File: src/rtl/sarc_cfg.svh
/*
 Constants of the converter controller: register addresses, field positions,
 reset values and conversion timing counts.
 Assumes inclusion by bare name from the controller package and module.
*/
`ifndef SARC_CFG_SVH
`define SARC_CFG_SVH

// Register addresses on the internal bus
`define SARC_ADDR_MODE      16'hff28
`define SARC_ADDR_CHAN      16'hff29
`define SARC_ADDR_PINCFG    16'hff2f
`define SARC_ADDR_RES_LO    16'hff08
`define SARC_ADDR_RES_HI    16'hff09
`define SARC_ADDR_RES_BYTE  16'hff1f

// Mode, channel, pin and result register field positions
`define SARC_MODE_RUN_BIT   7
`define SARC_MODE_FIX_BIT   6
`define SARC_MODE_RATE_MSB  5
`define SARC_MODE_RATE_LSB  3
`define SARC_MODE_LV_MSB    2
`define SARC_MODE_LV_LSB    1
`define SARC_MODE_COMP_BIT  0
`define SARC_CHAN_MSB       2
`define SARC_PINCFG_MSB     3
`define SARC_RES_FILL       6

// Reset values
`define SARC_MODE_RST       8'h00
`define SARC_CHAN_RST       3'h0
`define SARC_PINCFG_RST     4'h0
`define SARC_RES_RST        10'h000

// Comparator settling time and its cycle count at the clock rate
`define SARC_CLK_MHZ        20
`define SARC_SETTLE_NS      1000
`define SARC_SETTLE_CYC     5'((`SARC_SETTLE_NS * `SARC_CLK_MHZ + 999) / 1000)

// Conversion clock dividers per rate code
`define SARC_DIV_0          4'd12
`define SARC_DIV_1          4'd8
`define SARC_DIV_2          4'd6
`define SARC_DIV_3          4'd4
`define SARC_DIV_4          4'd3
`define SARC_DIV_5          4'd2

// Whole conversion lengths in clocks, normal and low-voltage field
`define SARC_TOT0_0         9'd264
`define SARC_TOT0_1         9'd176
`define SARC_TOT0_2         9'd132
`define SARC_TOT0_3         9'd88
`define SARC_TOT0_4         9'd66
`define SARC_TOT0_5         9'd44
`define SARC_TOT1_0         9'd480
`define SARC_TOT1_1         9'd320
`define SARC_TOT1_2         9'd240
`define SARC_TOT1_3         9'd160
`define SARC_TOT1_4         9'd120
`define SARC_TOT1_5         9'd80
`define SARC_BITS           4'd10

`endif

File: src/rtl/sarc_pkg.sv
/*
 Types of the converter controller: bus request, mode layout, timing, states.
 Assumes the constants header is on the include path.
*/
`include "sarc_cfg.svh"

package sarc_pkg;

	// Controller states
	typedef enum logic [1:0] {SARC_IDLE, SARC_SAMPLE, SARC_CONVERT} sarc_state_type;

	// Internal bus request
	typedef struct packed {
		logic [15:0] addr;
		logic        wr;
		logic        rd;
		logic [7:0]  wdata;
	} sarc_bus_req_type;

	// Mode register layout, most significant field first
	typedef struct packed {
		logic       run;
		logic       fixed_zero;
		logic [2:0] rate;
		logic [1:0] lv;
		logic       comp;
	} sarc_mode_type;

	// Decoded conversion timing
	typedef struct packed {
		logic       valid;
		logic [3:0] div;
		logic [8:0] sample_cyc;
		logic [8:0] total;
	} sarc_timing_type;

endpackage

File: src/rtl/sarc_ctrl.sv
/*
 Successive-approximation converter controller: mode, channel and pin
 registers, repeated conversion sequencing, result registers, done pulse.
 Assumes a held bus request that is taken when o_wait is low, and an analog
 front end that tracks while o_track is high, holds while o_hold is high and
 answers each trial code on i_comp_hi within the same conversion clock.
*/
`timescale 1ns/1ns
`default_nettype none
`include "sarc_cfg.svh"

module sarc_ctrl
(
	input  wire logic                      i_clk,
	input  wire logic                      i_srst,
	input  wire sarc_pkg::sarc_bus_req_type i_bus,
	output var  logic [7:0]                o_rdata,
	output logic                           o_wait,
	input  wire logic                      i_comp_hi,
	output var  logic                      o_comp_en,
	output var  logic                      o_track,
	output var  logic                      o_hold,
	output var  logic [2:0]                o_channel,
	output var  logic [9:0]                o_trial,
	output var  logic [7:0]                o_pin_digital,
	output var  logic                      o_conv_done_irq
);
	import sarc_pkg::*;

	////////////////////////////////////////////////////////////////////////
	// Decoders

	// Timing of a rate and low-voltage code
	function automatic sarc_timing_type timing_of(input logic [2:0] rate, input logic [1:0] lv);
		sarc_timing_type t;
		t = '0;
		t.valid = 1'b1;
		case (rate)
			3'h0: t.div = `SARC_DIV_0;
			3'h1: t.div = `SARC_DIV_1;
			3'h2: t.div = `SARC_DIV_2;
			3'h3: t.div = `SARC_DIV_3;
			3'h4: t.div = `SARC_DIV_4;
			3'h5: t.div = `SARC_DIV_5;
			default: t.valid = 1'b0;
		endcase
		case ({lv, rate})
			5'h00: t.total = `SARC_TOT0_0;
			5'h01: t.total = `SARC_TOT0_1;
			5'h02: t.total = `SARC_TOT0_2;
			5'h03: t.total = `SARC_TOT0_3;
			5'h04: t.total = `SARC_TOT0_4;
			5'h05: t.total = `SARC_TOT0_5;
			5'h08: t.total = `SARC_TOT1_0;
			5'h09: t.total = `SARC_TOT1_1;
			5'h0a: t.total = `SARC_TOT1_2;
			5'h0b: t.total = `SARC_TOT1_3;
			5'h0c: t.total = `SARC_TOT1_4;
			5'h0d: t.total = `SARC_TOT1_5;
			default: t.valid = 1'b0;
		endcase
		t.sample_cyc = t.total - 9'({5'h00, t.div} * {5'h00, `SARC_BITS});
		return t;
	endfunction

	// Accesses that cost a wait cycle: result reads and mode, channel and pin writes
	function automatic logic waited(input sarc_bus_req_type b);
		return (b.rd && (b.addr == `SARC_ADDR_RES_LO || b.addr == `SARC_ADDR_RES_HI
			|| b.addr == `SARC_ADDR_RES_BYTE))
			|| (b.wr && (b.addr == `SARC_ADDR_MODE || b.addr == `SARC_ADDR_CHAN
			|| b.addr == `SARC_ADDR_PINCFG));
	endfunction

	////////////////////////////////////////////////////////////////////////
	// Registers and state

	sarc_mode_type   mode_r;
	logic [2:0]      chan_r;
	logic [3:0]      pincfg_r;
	logic [9:0]      result_r;
	logic            wait_seen_r;
	sarc_state_type  state_r;
	logic [8:0]      cnt_r;
	logic [3:0]      bit_r;
	logic [3:0]      div_r;
	logic [9:0]      sar_r;
	logic [9:0]      sar_nxt;
	logic [4:0]      settle_r;
	logic            discard_r;
	logic            taken;
	logic            done;
	logic            start;
	logic            step_end;
	sarc_timing_type tim;

	// Bus handshake: first cycle of a waited access stalls
	assign o_wait = waited(i_bus) && !wait_seen_r;
	assign taken = (i_bus.rd || i_bus.wr) && !o_wait;

	always_ff @(posedge i_clk)
	begin
		if (i_srst)
			wait_seen_r <= 1'b0;
		else
			wait_seen_r <= waited(i_bus) && !wait_seen_r;
	end

	// Register writes
	always_ff @(posedge i_clk)
	begin
		if (i_srst)
		begin
			mode_r   <= `SARC_MODE_RST;
			chan_r   <= `SARC_CHAN_RST;
			pincfg_r <= `SARC_PINCFG_RST;
		end
		else if (taken && i_bus.wr)
		begin
			if (i_bus.addr == `SARC_ADDR_MODE)
			begin
				mode_r.run        <= i_bus.wdata[`SARC_MODE_RUN_BIT];
				mode_r.fixed_zero <= 1'b0;
				mode_r.rate       <= i_bus.wdata[`SARC_MODE_RATE_MSB:`SARC_MODE_RATE_LSB];
				mode_r.lv         <= i_bus.wdata[`SARC_MODE_LV_MSB:`SARC_MODE_LV_LSB];
				mode_r.comp       <= i_bus.wdata[`SARC_MODE_COMP_BIT];
			end
			if (i_bus.addr == `SARC_ADDR_CHAN)
				chan_r <= i_bus.wdata[`SARC_CHAN_MSB:0];
			if (i_bus.addr == `SARC_ADDR_PINCFG)
				pincfg_r <= i_bus.wdata[`SARC_PINCFG_MSB:0];
		end
	end

	// Register reads, answered one cycle after the request is taken
	always_ff @(posedge i_clk)
	begin
		if (i_srst)
			o_rdata <= 8'h00;
		else if (taken && i_bus.rd)
		begin
			case (i_bus.addr)
				`SARC_ADDR_MODE:     o_rdata <= mode_r;
				`SARC_ADDR_CHAN:     o_rdata <= {5'h00, chan_r};
				`SARC_ADDR_PINCFG:   o_rdata <= {4'h0, pincfg_r};
				`SARC_ADDR_RES_LO:   o_rdata <= {result_r[1:0], `SARC_RES_FILL'(0)};
				`SARC_ADDR_RES_HI:   o_rdata <= result_r[9:2];
				`SARC_ADDR_RES_BYTE: o_rdata <= result_r[9:2];
				default:             o_rdata <= 8'h00;
			endcase
		end
	end

	////////////////////////////////////////////////////////////////////////
	// Comparator power and settling

	// Comparator powered while the mode comp bit is set, one clock later
	always_ff @(posedge i_clk)
	begin
		if (i_srst)
			o_comp_en <= 1'b0;
		else
			o_comp_en <= mode_r.comp;
	end

	// Cycles since comparator enable, saturating at the settle count
	always_ff @(posedge i_clk)
	begin
		if (i_srst || !mode_r.comp)
			settle_r <= 5'h00;
		else if (settle_r != `SARC_SETTLE_CYC)
			settle_r <= settle_r + 5'h01;
	end

	////////////////////////////////////////////////////////////////////////
	// Conversion sequencer

	assign tim = timing_of(mode_r.rate, mode_r.lv);
	assign step_end = (cnt_r == 9'h000);
	assign done = (state_r == SARC_CONVERT) && step_end && (bit_r == 4'h0) && mode_r.run;
	assign start = mode_r.run && tim.valid && ((state_r == SARC_IDLE) || done);

	// Current bit decided, next lower bit set on trial
	always_comb
	begin
		sar_nxt = sar_r;
		sar_nxt[bit_r] = i_comp_hi;
		if (bit_r != 4'h0)
			sar_nxt[bit_r - 4'h1] = 1'b1;
	end

	// State, step counter and approximation register
	always_ff @(posedge i_clk)
	begin
		if (i_srst || !mode_r.run)
		begin
			state_r <= SARC_IDLE;
			cnt_r   <= 9'h000;
			bit_r   <= 4'h0;
			div_r   <= 4'h0;
			sar_r   <= 10'h000;
		end
		else if (start)
		begin
			state_r <= SARC_SAMPLE;
			cnt_r   <= tim.sample_cyc - 9'h001;
			div_r   <= tim.div;
			bit_r   <= `SARC_BITS - 4'h1;
			sar_r   <= 10'h000;
		end
		else
		begin
			unique case (state_r)
				SARC_IDLE: state_r <= SARC_IDLE;
				SARC_SAMPLE:
				begin
					cnt_r <= cnt_r - 9'h001;
					if (step_end)
					begin
						state_r <= SARC_CONVERT;
						cnt_r   <= {5'h00, div_r} - 9'h001;
						sar_r   <= 10'h200;
					end
				end
				SARC_CONVERT:
				begin
					cnt_r <= cnt_r - 9'h001;
					if (step_end)
					begin
						sar_r <= sar_nxt;
						bit_r <= bit_r - 4'h1;
						cnt_r <= {5'h00, div_r} - 9'h001;
					end
				end
			endcase
		end
	end

	// First result after a fresh start is dropped if the comparator was unsettled
	always_ff @(posedge i_clk)
	begin
		if (i_srst)
			discard_r <= 1'b0;
		else if (start && state_r == SARC_IDLE)
			discard_r <= !(mode_r.comp && settle_r == `SARC_SETTLE_CYC);
		else if (done)
			discard_r <= 1'b0;
	end

	// Result store and done pulse
	always_ff @(posedge i_clk)
	begin
		if (i_srst)
		begin
			result_r        <= `SARC_RES_RST;
			o_conv_done_irq <= 1'b0;
		end
		else
		begin
			o_conv_done_irq <= done && !discard_r;
			if (done && !discard_r)
				result_r <= sar_nxt;
		end
	end

	////////////////////////////////////////////////////////////////////////
	// Front end drive

	always_ff @(posedge i_clk)
	begin
		if (i_srst)
		begin
			o_track   <= 1'b0;
			o_hold    <= 1'b0;
			o_channel <= 3'h0;
			o_trial   <= 10'h000;
		end
		else
		begin
			o_track <= (state_r == SARC_SAMPLE);
			o_hold  <= (state_r == SARC_CONVERT);
			o_trial <= sar_r;
			if (start)
				o_channel <= chan_r;
		end
	end

	// Pin function: the lowest n pins are digital
	genvar gi;
	generate
		for (gi = 0; gi < 8; gi++)
		begin : g_pin
			always_ff @(posedge i_clk)
			begin
				if (i_srst)
					o_pin_digital[gi] <= 1'b0;
				else
					o_pin_digital[gi] <= (pincfg_r > 4'(gi));
			end
		end
	endgenerate

	////////////////////////////////////////////////////////////////////////
	// Checks

	logic [8:0] elapsed_r;
	always_ff @(posedge i_clk)
	begin
		if (i_srst || start)
			elapsed_r <= 9'h000;
		else
			elapsed_r <= elapsed_r + 9'h001;
	end
endmodule

`default_nettype wire

File: config.mk
export PLATFORM = sky130hd
export DESIGN_NAME = sarc_ctrl
export DESIGN_NICKNAME = d
export VERILOG_FILES = /design/src/rtl/sarc_pkg.sv /design/src/rtl/sarc_ctrl.sv
export VERILOG_INCLUDE_DIRS = /design/src /design/src/rtl
export SDC_FILE = /design/constraint.sdc
export NUM_CORES = 1
export LEC_CHECK = 0
export CAP_MARGIN = 20
export CORE_UTILIZATION = 55
export DETAILED_ROUTE_END_ITERATION = 12
export DONT_BUFFER_PORTS = 1
export MAX_ROUTING_LAYER = met4
export PLACE_DENSITY = 0.7
export RECOVER_POWER = 25
export SLEW_MARGIN = 20
export SYNTH_ARGS = -nofsm -noshare
export SYNTH_HDL_FRONTEND = slang
export SYNTH_SLANG_ARGS = --single-unit
File: constraint.sdc
create_clock -name i_clk -period 3.53 [get_ports i_clk]
set_input_delay 0.5295 -clock i_clk [delete_from_list [all_inputs] [get_ports i_clk]]
set_output_delay 0.5295 -clock i_clk [all_outputs]
set_load 0.02 [all_outputs]
# Yosys cells after proc, flatten, opt, wreduce, memory -nomap -nowiden
# Index checks and enable logic that the tools add are counted.
[op_classes] n_addsub=6 mul=1 magnitude_cmp=12 eq_ne=29 n_mux=25 bitwise=1 reduce_logical=57
[ops] op="$pmux W9 S12" n=1
[ops] op="$eq A16 B16 Y1 const B" n=6
[ops] op="$pmux W8 S5" n=1
[ops] op="$eq A5 B4 Y1 const B" n=6
[ops] op="$mux W10" n=3
[ops] op="$mux W9" n=3
[ops] op="$pmux W4 S6" n=1
[ops] op="$pmux W10 S2" n=1
[ops] op="$sub A9 B1 Y9 const B" n=2
[ops] op="$gt A4 B3 Y1 const B" n=4
[ops] op="$logic_and A1 B1 Y1" n=16
[ops] op="$reduce_and A2 Y1" n=7
[ops] op="$mux W4" n=3
[ops] op="$reduce_bool A2 Y1" n=6
[ops] op="$reduce_or A12 Y1" n=1
[ops] op="$bwmux W10" n=1
[ops] op="$eq A5 B2 Y1 const B" n=2
[ops] op="$eq A5 B3 Y1 const B" n=2
[ops] op="$lt A4 B5 Y1 const B" n=2
[ops] op="$or A10 B10 Y10" n=1
[ops] op="$logic_not A9 Y1" n=1
[ops] op="$logic_or A1 B1 Y1" n=9
[ops] op="$sub A9 B8 Y9" n=1
[ops] op="$demux W1 S4" n=2
[ops] op="30 further kinds" n=49
[word_totals] register_bits=93 input_bits=29 output_inout_bits=34

# Depth between registers and ports, before layout
# Gate-level depths: netlist of the first run.
[logic_depth] ltp_word=10 ltp_mapped=14 mapped_depth_nobuf=14

# Worst setup path before layout of the first run
# Ideal clock, no wire load.
[synth_path] kind="reg-to-reg" start="reg mode_r[3] (netlist bit)" end="reg cnt_r[8]" arrival_time_ns=3.041 setup_slack_ns=0.415 stages_incl_launch_ff=14 synth_period_minus_slack_ns=3.115 path_cell_list="dfxtp_1 -> clkbuf_1 -> nor2_1 -> nor2_1 -> inv_1 -> ha_1 -> ha_1 -> fa_1 -> xnor2_1 -> ha_1 -> o21a_1 -> a211oi_1 -> or3_1 -> a31oi_1"
[synth_rtl] item="start: declaration" line="sarc_ctrl.sv:77" source="sarc_mode_type mode_r;"
[synth_rtl] item="start signal: assignment" line="sarc_ctrl.sv:113" source="mode_r <= `SARC_MODE_RST;"
[synth_rtl] item="end signal: assignment" line="sarc_ctrl.sv:205" source="cnt_r <= tim.sample_cyc - 9'h001;"
[synth_rtl] item="end signal: assignment" line="sarc_ctrl.sv:216" source="cnt_r <= cnt_r - 9'h001;"
[synth_rtl] item="end signal: assignment" line="sarc_ctrl.sv:220" source="cnt_r <= {5'h00, div_r} - 9'h001;"
[synth_rtl] item="end: declaration" line="sarc_ctrl.sv:83" source="logic [8:0] cnt_r;"

==> metrics.md, run 1 <==
| Metric | Value |
|---|---|
| Worst Skew | `0.009361 ns` |
| Slew headroom | `0.5199` |
| Post-DP HPWL | `8040 µm` |
| Fmax | `309.6 MHz` |
| Crit path time final | `3.230 ns` |
| Vias in the first global route | `3855` |
| HP Class | `in2reg` |
| Hold Fails Final Rpt | `0` |
| Leak | `1.957 nW` |
| Simple logic cell fraction of the synthesized area | `0.2215` |
| Status | `finished, final reports clean` |
| Peak supply drop | `0.0002620 V` |
| Sequential share of the synthesized area | `0.3750` |
| EDFF count, synth | `0` |
| Register-to-Register Setup Slack | `0.30 ns` |
| Sequential fraction of design power | `0.559` |
| Xor/xnor share of the synthesized area | `0.02117` |
| Async set-reset flop share out of synthesis | `0` |
| Mux cell area share after synthesis | `0.05872` |
| Synth Area per Inst | `8.619 µm²` |
| Reg2Reg Depth | `13` |
| Yosys reg bits | `93` |
| WL/cell | `16.44 µm` |
| Synth cell count leaders | `93 x dfxtp_1, 72 x nor2_1, 40 x a21oi_1, 40 x nand2_1, 30 x inv_1` |
| Placement Rows | `34` |
| YS warnings | `0` |
| Part of the power in combinational logic | `0.012` |
| Num CTS Buffers | `9` |
| Antenna fix cells | `0` |
| Worst Setup SP | `mode_r[5]` |
| Tcrit/Tclk final | `0.9150` |
| RSZ-0062 raised after global routing | `false` |
| Pre-CTS WS | `0.3181 ns` |
| Clock power share | `0.429` |
| Switching pwr | `0.0004236 W` |
| Metal2 WL | `5092 µm` |
| WP data required | `3.82 ns` |
| Hold_ws | `0.2220 ns` |
| Initial Util | `0.5693` |
| Final WL | `11080 µm` |
| Post-synth cell types | `70` |
| Via count | `4111` |
| Int Power | `0.001475 W` |
| Critical Path Sink | `cnt_r[8]` |
| Post-Syn Instances | `576` |
| All-Layer GR Usage | `0.2460` |
| Post-Syn Nets | `630` |
| Worst EP arrival | `3.52 ns` |
| GPL Wtd Cong | `0.8425` |
| DP Area | `4985 µm²` |
| IO Port Bufs | `0` |
| DR iter-0 viols | `249` |
| Root Driver | `clkbuf_8` |
| Clock buffer depth | `2` |
| # setup viols final | `0` |
| Die Ht | `97.01 µm` |
| Layout cells sized above 1 | `0.05300` |
| Filler cells | `777` |
| Die area | `9411 µm²` |
| Critical setup path kind | `reg2reg` |
| Postcts setup bufs | `0` |
| Final WS setup | `0.3002 ns` |
| Die Wd | `97.01 µm` |
| Met3 wire length | `575 µm` |
| TritonCTS clock tree | `yes` |
| Max-slew violations | `0` |
| Area of the core | `8721 µm²` |
| Sw Share | `0.2231` |
| CTS Sinks | `93` |
| Most used standard cell by instance count after synthesis | `dfxtp_1` |
| Vias per inst | `6.099` |
| Global-route wire length before repair | `18610 µm` |
| Grt ovf | `0` |
| R2R Path End | `cnt_r[8]` |
| DR DRC count | `0` |
| Worst setup SP type | `register` |
| Adder-cell area share of the yosys netlist | `0.06603` |
| Io pins | `63` |
| Mapped Area | `4965 µm²` |
| Synth Flop Type | `dfxtp_1` |
| Drt pass-1 iters | `5` |
| WL met1 | `5333 µm` |
| Setup crit end kind | `register` |
| Layout net count | `615` |
| Highest metal used | `met4` |
| Post-route ant nets | `0` |
| Worst r2r src | `mode_r[5]` |
| Synth top area cells | `dfxtp_1 38%, ha_1 5.8%, mux2i_1 5.6%, nor2_1 5.4%, a21oi_1 4.0%` |
| Compound-cell area share of the yosys netlist | `0.2041` |
| Clock transition at the registers of the reported paths | `0.09 ns` |
| Area leader, netlist | `dfxtp_1` |
| Fin util | `0.5981` |
| Clock latency on the worst-skew pair | `0.36 ns` |
| Post-synth top area share | `0.3750` |
| P&R area growth vs syn | `5.065%` |
| Max-cap violation count | `0` |
| CTS resizes | `0` |
| Final Instance Area | `5216 µm²` |
| Main combinational cell family by area after synthesis | `simple AND/OR/NAND/NOR gates` |
| Final setup TNS | `0 ns` |
| # H-tree levels | `3` |
| Post-CTS Hold Buffers | `0` |
| Power density over the cells | `364.0 nW/µm²` |
| Initial antenna violation count | `0` |
| Least-Margin Pin Slew | `0.7101 ns` |
| Critical Path Fanout Max | `5` |
| Largest net degree at the start of global routing | `59` |
## layout make-up
cell class,count,area [µm²],share of cell area
Multi-Input combinational cell,422,2838,0.5440
Tap cell,108,135.1,0.02591
Inverter,30,112.6,0.02159
Sequential cell,93,1862,0.3569
Clock inverter,7,107.6,0.02063
Timing Repair Buffer,5,37.54,0.007196
Clock buffer,9,123.9,0.02375
## critical path: stages (launching register included)
cell and delay (ns):
dfxtp_1 0.36, nand2b_1 0.13, nor2_1 0.05, nor2_1 0.30
inv_1 0.10, ha_1 0.30, ha_1 0.23, fa_1 0.39
xnor2_1 0.14, ha_1 0.36, o21a_1 0.17, a211oi_1 0.09
or3_1 0.37, a31oi_1 0.16
## cell usage in the layout, fill, tap and decap left out, types with 12 or more instances in the layout
| cell | synthesis | routed |
|---|---|---|
| dfxtp_1 | 93 | 93 |
| nor2_1 | 72 | 72 |
| nand2_1 | 40 | 40 |
| a21oi_1 | 40 | 40 |
| inv_1 | 30 | 30 |
| mux2i_1 | 28 | 28 |
| ha_1 | 23 | 23 |
| nor2b_1 | 19 | 19 |
| a211oi_1 | 15 | 15 |
| a22oi_1 | 15 | 15 |
| nor3_1 | 12 | 12 |
## state kept, by name, indices dropped and copies added, names as in the netlist
register	count
o_conv_done_irq	1
state_r	2
div_r	4
mode_r	7
sar_r	10
result_r	10
settle_r	5
o_pin_digital	8
o_hold	1
o_channel	3
bit_r	4
o_comp_en	1
discard_r	1
o_rdata	8
wait_seen_r	1
cnt_r	9
pincfg_r	4
o_track	1
o_trial	10
chan_r	3
## how the worst min path moves through the flow
stage / from / end / depth (start not counted)
4_1_cts: i_srst / o_trial[7] / 1
3_5_place_dp: chan_r[1] / o_channel[1] / 2
5_1_grt: i_srst / o_pin_digital[0] / 1
6_report: i_srst / o_pin_digital[0] / 1
3_3_place_gp: state_r[1] / state_r[1] / 2
2_1_floorplan: chan_r[2] / o_channel[2] / 2
## metal layers
metal | vias up | track usage
li1 | 2049 | -
met1 | 1932 | 0.3294
met2 | 122 | 0.3830
met3 | 8 | 0.04769
met4 | 0 | 0.05970
met5 | - | -
## metrics by stage
stage               instances  total power (W)
global route              674         0.001959
global placement          658         0.001108
finish                    674         0.001899
floorplan                 576         0.001113
detailed placement        658         0.001108
CTS                       674         0.001915
## power groups by stage
stage	Sequential [W]	Clock (W)	Combinational, W
2_1_floorplan	0.00108	0	0.0000286
3_3_place_gp	0.00109	0	0.0000222
3_5_place_dp	0.00109	0	0.0000228
4_1_cts	0.00106	0.000831	0.0000229
5_1_grt	0.00106	0.000871	0.0000258
6_report	0.00106	0.000814	0.0000230
## cell families after synthesis
family	Yosys count
xor+xnor	12
mux	29
fa+ha+maj	25
buf+inv	61
flops	93
simple gates	209
compound gates	147
No activity file was read; power rests on OpenSTA's default activity.
==> run 2, diff against run 1 <==
--- a/config.mk
+++ b/config.mk
@@ -11,7 +11,7 @@
 export DETAILED_ROUTE_END_ITERATION = 12
 export DONT_BUFFER_PORTS = 1
 export MAX_ROUTING_LAYER = met4
-export PLACE_DENSITY = 0.7
+export PLACE_DENSITY = 0.73
 export RECOVER_POWER = 25
 export SLEW_MARGIN = 20
 export SYNTH_ARGS = -nofsm -noshare
==> constraint.sdc (replaced) <==
create_clock -name i_clk -period 2.9 [get_ports i_clk]
set_input_delay 0.435 -clock i_clk [delete_from_list [all_inputs] [get_ports i_clk]]
set_output_delay 0.435 -clock i_clk [all_outputs]
set_load 0.02 [all_outputs]
==> metrics.md, run 2 (same netlist as run 1, synthesis figures left out) <==
| Metric | Value |
|---|---|
| Sequential fraction of design power | `0.576 (+0.017)` |
| Max-cap violation count | `0 (unchanged)` |
| Initial Util | `0.5693 (unchanged)` |
| Post-CTS Hold Buffers | `0 (unchanged)` |
| Largest net degree at the start of global routing | `59 (unchanged)` |
| DR DRC count | `0 (unchanged)` |
| Status | `finished, final reports clean` |
| Top flop regs | `o_trial (10), result_r (10), sar_r (10)` |
| Met3 Use GR | `0.04913 (+0.001445)` |
| Post-DP HPWL | `8052 µm (+0.15%)` |
| Final WL | `11270 µm (+1.7%)` |
| P&R area growth vs syn | `8.367%` |
| HP Class | `in2reg` |
| Clock buffer depth | `2 (unchanged)` |
| Initial antenna violation count | `0 (unchanged)` |
| Final Instance Area | `5380 µm² (+3.1%)` |
| Clock transition at the registers of the reported paths | `0.10 ns (about the same)` |
| Peak supply drop | `0.0003146 V (+20%)` |
| Grt met2 use | `0.3949 (+0.01192)` |
| Global routing met1 resource utilization | `0.3232 (-0.006247)` |
| Vias per inst | `6.075 (-0.39%)` |
| Layout net count | `631 (+2.6%)` |
| GRT busiest layer | `met2` |
| Storage cell area | `1864 µm² (+0.13%)` |
| Hold Fails Final Rpt | `0 (unchanged)` |
| Io pins | `63 (unchanged)` |
| Fin util | `0.6169 (+0.01880)` |
| Worst setup SP type | `register` |
| Slew headroom | `0.5643 (+0.04435)` |
| Die area | `9411 µm² (unchanged)` |
| Most frequent cells in the layout | `91 x dfxtp_1, 70 x nor2_1, 39 x a21oi_1, 39 x nand2_1, 29 x inv_1` |
| Global-route wire length before repair | `18550 µm (-0.33%)` |
| All-Layer GR Usage | `0.2485 (+0.002456)` |
| Part of the power in combinational logic | `0.013 (about the same)` |
| DR iter-0 viols | `241 (-3.2%)` |
| Die Wd | `97.01 µm (unchanged)` |
| Clock power share | `0.412 (-0.017)` |
| Area of the multi-input gates | `2900 µm² (+2.2%)` |
| Die Ht | `97.01 µm (unchanged)` |
| Critical Path Fanout Max | `5 (unchanged)` |
| Int Power | `0.001715 W (+16%)` |
| Critical setup path kind | `reg2reg` |
| WP data required | `3.18 ns (-0.64 ns)` |
| Vias in the first global route | `3823 (-0.83%)` |
| Drt pass-1 iters | `5 (unchanged)` |
| IO Port Bufs | `0 (unchanged)` |
| Leak | `2.029 nW (+3.7%)` |
| Sw Share | `0.2355 (+0.01237)` |
| WL/cell | `16.33 µm (-0.69%)` |
| Power density over the cells | `417.0 nW/µm² (+15%)` |
| Least-Margin Pin Slew | `0.6371 ns (-0.07299 ns)` |
| # setup viols final | `0 (unchanged)` |
| Crit path time final | `2.818 ns (-0.4113 ns)` |
| Tcrit/Tclk final | `0.9719 (+0.05693)` |
| # H-tree levels | `3 (unchanged)` |
| Filler cells | `760 (-2.2%)` |
| Via count | `4192 (+2.0%)` |
| CTS Sinks | `93 (unchanged)` |
| TritonCTS clock tree | `yes` |
| Setup crit end kind | `register` |
| Max-slew violations | `0 (unchanged)` |
| Worst Skew | `0.02084 ns (+0.01148 ns)` |
| Fmax | `354.8 MHz (+15%)` |
| Num CTS Buffers | `9 (unchanged)` |
| Placement Rows | `34 (unchanged)` |
| Area of the core | `8721 µm² (unchanged)` |
| Grt ovf | `0 (unchanged)` |
| Worst EP arrival | `3.10 ns (-0.42 ns)` |
| Switching pwr | `0.0005282 W (+25%)` |
| Hold_ws | `0.1247 ns (-0.09732 ns)` |
| Post-route ant nets | `0 (unchanged)` |
| Commonest non-fill, non-tap cell in the layout | `dfxtp_1` |
| Layout cells sized above 1 | `0.1065 (+0.05353)` |
| Antenna fix cells | `0 (unchanged)` |
| Clock latency on the worst-skew pair | `0.37 ns (about the same)` |
| DP Area | `5084 µm² (+2.0%)` |
| Root Driver | `clkbuf_8` |
| GPL Wtd Cong | `0.8282 (-1.7%)` |
## run 2: cell types whose count changed in the layout (fill, tap and decap cells not counted), sizes merged
cell / delta
buf: +16
bufinv: -1
clkinv: -2
inv: +3
## run 2: worst max-delay path: stages, from the launching register on
cell and delay (ns):
dfxtp_2 0.35, nand2b_4 0.13, nor2_2 0.05, nor2_2 0.10
inv_1 0.05, ha_1 0.29, ha_2 0.19, fa_2 0.52
inv_1 0.06, ha_4 0.23, o21a_1 0.21, buf_4 0.13
a22o_1 0.22, a211oi_2 0.20
## run 2: path summary, 6_finish.rpt
check                                from          endpoint  slack [ns]  cells after the start
worst max-delay path            mode_r[5]          cnt_r[6]        0.08                     13
worst min-delay path               i_srst  o_pin_digital[4]        0.12                      1
worst max register to register  mode_r[5]          cnt_r[6]        0.08                     13
worst min register to register  chan_r[0]      o_channel[0]        0.48                      2
## run 2: stage by stage
| stage | setup TNS, ns | instances | setup WS [ns] | power [W] |
|---|---|---|---|---|
| 2_1_floorplan | 0 | 576 | 0.01268 | 0.001355 |
| 3_3_place_gp | 0 | 670 | 0.05126 | 0.001349 |
| 3_5_place_dp | -0.01864 | 670 | -0.01864 | 0.001349 |
| 4_1_cts | 0 | 687 | 0.005888 | 0.002261 |
| 5_1_grt | -0.06232 | 690 | -0.03956 | 0.002322 |
| 6_report | 0 | 690 | 0.08152 | 0.002243 |
## run 2: metal layers
metal  up-vias  routed length, µm
met4         0                105
met1      1960               5212
li1       2093                  -
met5         -                  0
met3        10                614
met2       129               5336
## run 2: final cells by class
| class | count | share of cell area |
|---|---|---|
| multi-input combinational | 422 | 0.5391 |
| sequential | 93 | 0.3465 |
| timing repair buffer | 21 | 0.02930 |
| inverter | 30 | 0.02093 |
| clock buffer | 9 | 0.02302 |
| tap | 108 | 0.02512 |
| clock inverter | 7 | 0.01605 |
## run 2: power groups by stage
stage               sequential, W  clock, W  combinational [W]
global placement          0.00132         0          0.0000271
global route              0.00129  0.000998          0.0000316
finish                    0.00129  0.000923          0.0000283
CTS                       0.00129  0.000942          0.0000279
detailed placement        0.00132         0          0.0000277
floorplan                 0.00132         0          0.0000348
## run 2: what timing repair did
item,in CTS,in global routing
setup endpoints to repair,2,3
setup buffers,1,3
gates resized for setup,3,13
pin swaps,1,8
gates cloned,0,0
==> run 3, diff against run 2 <==
--- a/config.mk
+++ b/config.mk
@@ -7,11 +7,11 @@
 export NUM_CORES = 1
 export LEC_CHECK = 0
 export CAP_MARGIN = 20
-export CORE_UTILIZATION = 55
+export CORE_UTILIZATION = 58
 export DETAILED_ROUTE_END_ITERATION = 12
 export DONT_BUFFER_PORTS = 1
 export MAX_ROUTING_LAYER = met4
-export PLACE_DENSITY = 0.73
+export PLACE_DENSITY = 0.76
 export RECOVER_POWER = 25
 export SLEW_MARGIN = 20
 export SYNTH_ARGS = -nofsm -noshare
==> metrics.md, run 3 (same netlist as run 1, synthesis figures left out) <==
| Metric | Value |
|---|---|
| CTS Sinks | `93 (unchanged)` |
| Worst Skew | `0.009710 ns (-0.01113 ns)` |
| Worst Setup SP | `mode_r[5]` |
| IO Port Bufs | `0 (unchanged)` |
| Filler cells | `722 (-5.0%)` |
| Final setup TNS | `0 ns (unchanged)` |
| Layout net count | `626 (-0.79%)` |
| Max-cap violation count | `0 (unchanged)` |
| Die area | `8934 µm² (-5.1%)` |
| Grt ovf | `0 (unchanged)` |
| Area of the multi-input gates | `2909 µm² (+0.30%)` |
| Storage cell area | `1868 µm² (+0.20%)` |
| Max-slew violations | `0 (unchanged)` |
| Clock latency on the worst-skew pair | `0.37 ns (about the same)` |
| Cells after DPL | `664 (-0.90%)` |
| Power density over the cells | `428.9 nW/µm² (+2.8%)` |
| Vias per inst | `6.246 (+2.8%)` |
| Global-route wire length before repair | `19130 µm (+3.2%)` |
| Clock buffer depth | `2 (unchanged)` |
| Most frequent cells in the layout | `90 x dfxtp_1, 70 x nor2_1, 40 x nand2_1, 39 x a21oi_1, 30 x inv_1` |
| Top flop regs | `o_trial (10), result_r (10), sar_r (10)` |
| Pre-CTS WS | `-0.02396 ns (-0.005315 ns)` |
| Hold Fails Final Rpt | `0 (unchanged)` |
| Setup crit end kind | `register` |
| # setup viols final | `0 (unchanged)` |
| Post-layout instance count excluding filler cells | `682 (-1.2%)` |
| Leak | `2.014 nW (-0.75%)` |
| Crit path time final | `2.743 ns (-0.07558 ns)` |
| Commonest non-fill, non-tap cell in the layout | `dfxtp_1` |
| Worst setup SP type | `register` |
| DR DRC count | `0 (unchanged)` |
| WP data required | `3.19 ns (about the same)` |
| Final WS setup | `0.1571 ns (+0.07558 ns)` |
| # H-tree levels | `3 (unchanged)` |
| Final WL | `11380 µm (+0.99%)` |
| Critical setup path kind | `reg2reg` |
| Initial Util | `0.6012 (+0.03192)` |
| Via count | `4260 (+1.6%)` |
| Worst EP arrival | `3.04 ns (-0.06 ns)` |
| Critical path's largest stage delay | `0.51 ns (about the same)` |
| Slew headroom | `0.4814 (-0.08290)` |
| Fmax | `364.6 MHz (+2.8%)` |
| Io pins | `63 (unchanged)` |
| Post-route ant nets | `0 (unchanged)` |
| CP bufs+invs | `2 (-1)` |
| Die Wd | `94.52 µm (-2.6%)` |
| Register-to-Register Setup Slack | `0.16 ns (+0.08 ns)` |
| Slowest stage cell on the critical path | `fa_2` |
| Crit path top cell by count | `ha_4` |
| TritonCTS clock tree | `yes` |
| Vias in the first global route | `4023 (+5.2%)` |
| Area of the core | `8258 µm² (-5.3%)` |
| GPL Wtd Cong | `0.9433 (+14%)` |
| Initial antenna violation count | `0 (unchanged)` |
| Drt pass-1 iters | `6 (+1)` |
| All-Layer GR Usage | `0.2800 (+0.03155)` |
| Hold wc startpoint | `i_srst` |
| Status | `finished, final reports clean` |
| WL/cell | `16.68 µm (+2.2%)` |
| Largest net degree at the start of global routing | `59 (unchanged)` |
| Least-Margin Pin Slew | `0.7671 ns (+0.1300 ns)` |
| P&R area growth vs syn | `8.216%` |
| Clock transition at the registers of the reported paths | `0.09 ns (about the same)` |
| DR iter-0 viols | `179 (-26%)` |
| Worst r2r src | `mode_r[5]` |
| Critical Path Fanout Max | `5 (unchanged)` |
| Num CTS Buffers | `9 (unchanged)` |
| Layout cells sized above 1 | `0.09532 (-0.01121)` |
| Placement Rows | `33 (-2.9%)` |
| Antenna fix cells | `0 (unchanged)` |
| Peak supply drop | `0.0003100 V (-1.5%)` |
| Tcrit/Tclk final | `0.9458 (-0.02606)` |
| Total power | `0.002304 W (+2.7%)` |
| HP Class | `in2reg` |
| Post-DP HPWL | `8222 µm (+2.1%)` |
| CP cell instances | `nor2b_2 -> nor2_2 -> inv_1 -> ha_4 -> ha_4 -> fa_2 -> inv_1 -> ha_4 -> o21a_1 -> a211oi_2 -> or3_1 -> a31oi_1` |
| Fin util | `0.6506 (+0.03368)` |
| Top Family by Delay on Critical Path | `adder cells` |
| Die Ht | `94.52 µm (-2.6%)` |
| Root Driver | `clkbuf_8` |
[run 3: changes by cell type in the layout (fill, tap and decap cells not counted), sizes merged]
cell / previous run / this run
buf: 21 / 16
inv: 35 / 31
clkinv: 0 / 2
clkbuf: 9 / 10
bufinv: 1 / 2
[run 3: cell type report]
type | instances | area share
timing repair buffer | 16 | 0.02236
tap | 105 | 0.02445
clock buffer | 10 | 0.02562
inverter | 30 | 0.02096
clock inverter | 6 | 0.01747
multi-input combinational | 422 | 0.5415
sequential | 93 | 0.3477
[run 3: layer usage]
layer  track usage  routed length [µm]  up-vias  share of wire
li1              -                   -     2080              -
met5             -                   0        -              0
met4        0.1061                 244        0          0.021
met1        0.3622                5046     2017           0.44
met3       0.03945                 579       26          0.051
met2        0.4438                5508      137           0.48
[run 3: path summary, 6_finish.rpt]
check | to | depth (start not counted)
setup / recovery | cnt_r[8] | 12
hold / removal | mode_r[3] | 1
setup reg to reg | cnt_r[8] | 12
hold reg to reg | o_trial[7] | 1
[run 3: what timing repair did]
action | CTS | global route
endpoints found under the setup margin | 2 | 2
gates resized for setup | 6 | 9
buffers inserted | 1 | 1
hold buffers | 0 | 0
pin swaps | 2 | 6
[run 3: metrics by stage]
| step | cell area [µm²] | hold slack (ns) |
|---|---|---|
| 2_1_floorplan | 4984 | 0.4445 |
| 3_3_place_gp | 5057 | 0.4621 |
| 3_5_place_dp | 5057 | 0.4752 |
| 4_1_cts | 5321 | 0.1135 |
| 5_1_grt | 5373 | 0.1148 |
| 6_report | 5373 | 0.1257 |
[run 3: power breakdown]
group | total [W] | switching, W | internal, W
sequential | 0.00129 | 0.00000996 | 0.00128
clock | 0.000986 | 0.000471 | 0.000515
combinational | 0.0000281 | 0.0000142 | 0.0000139
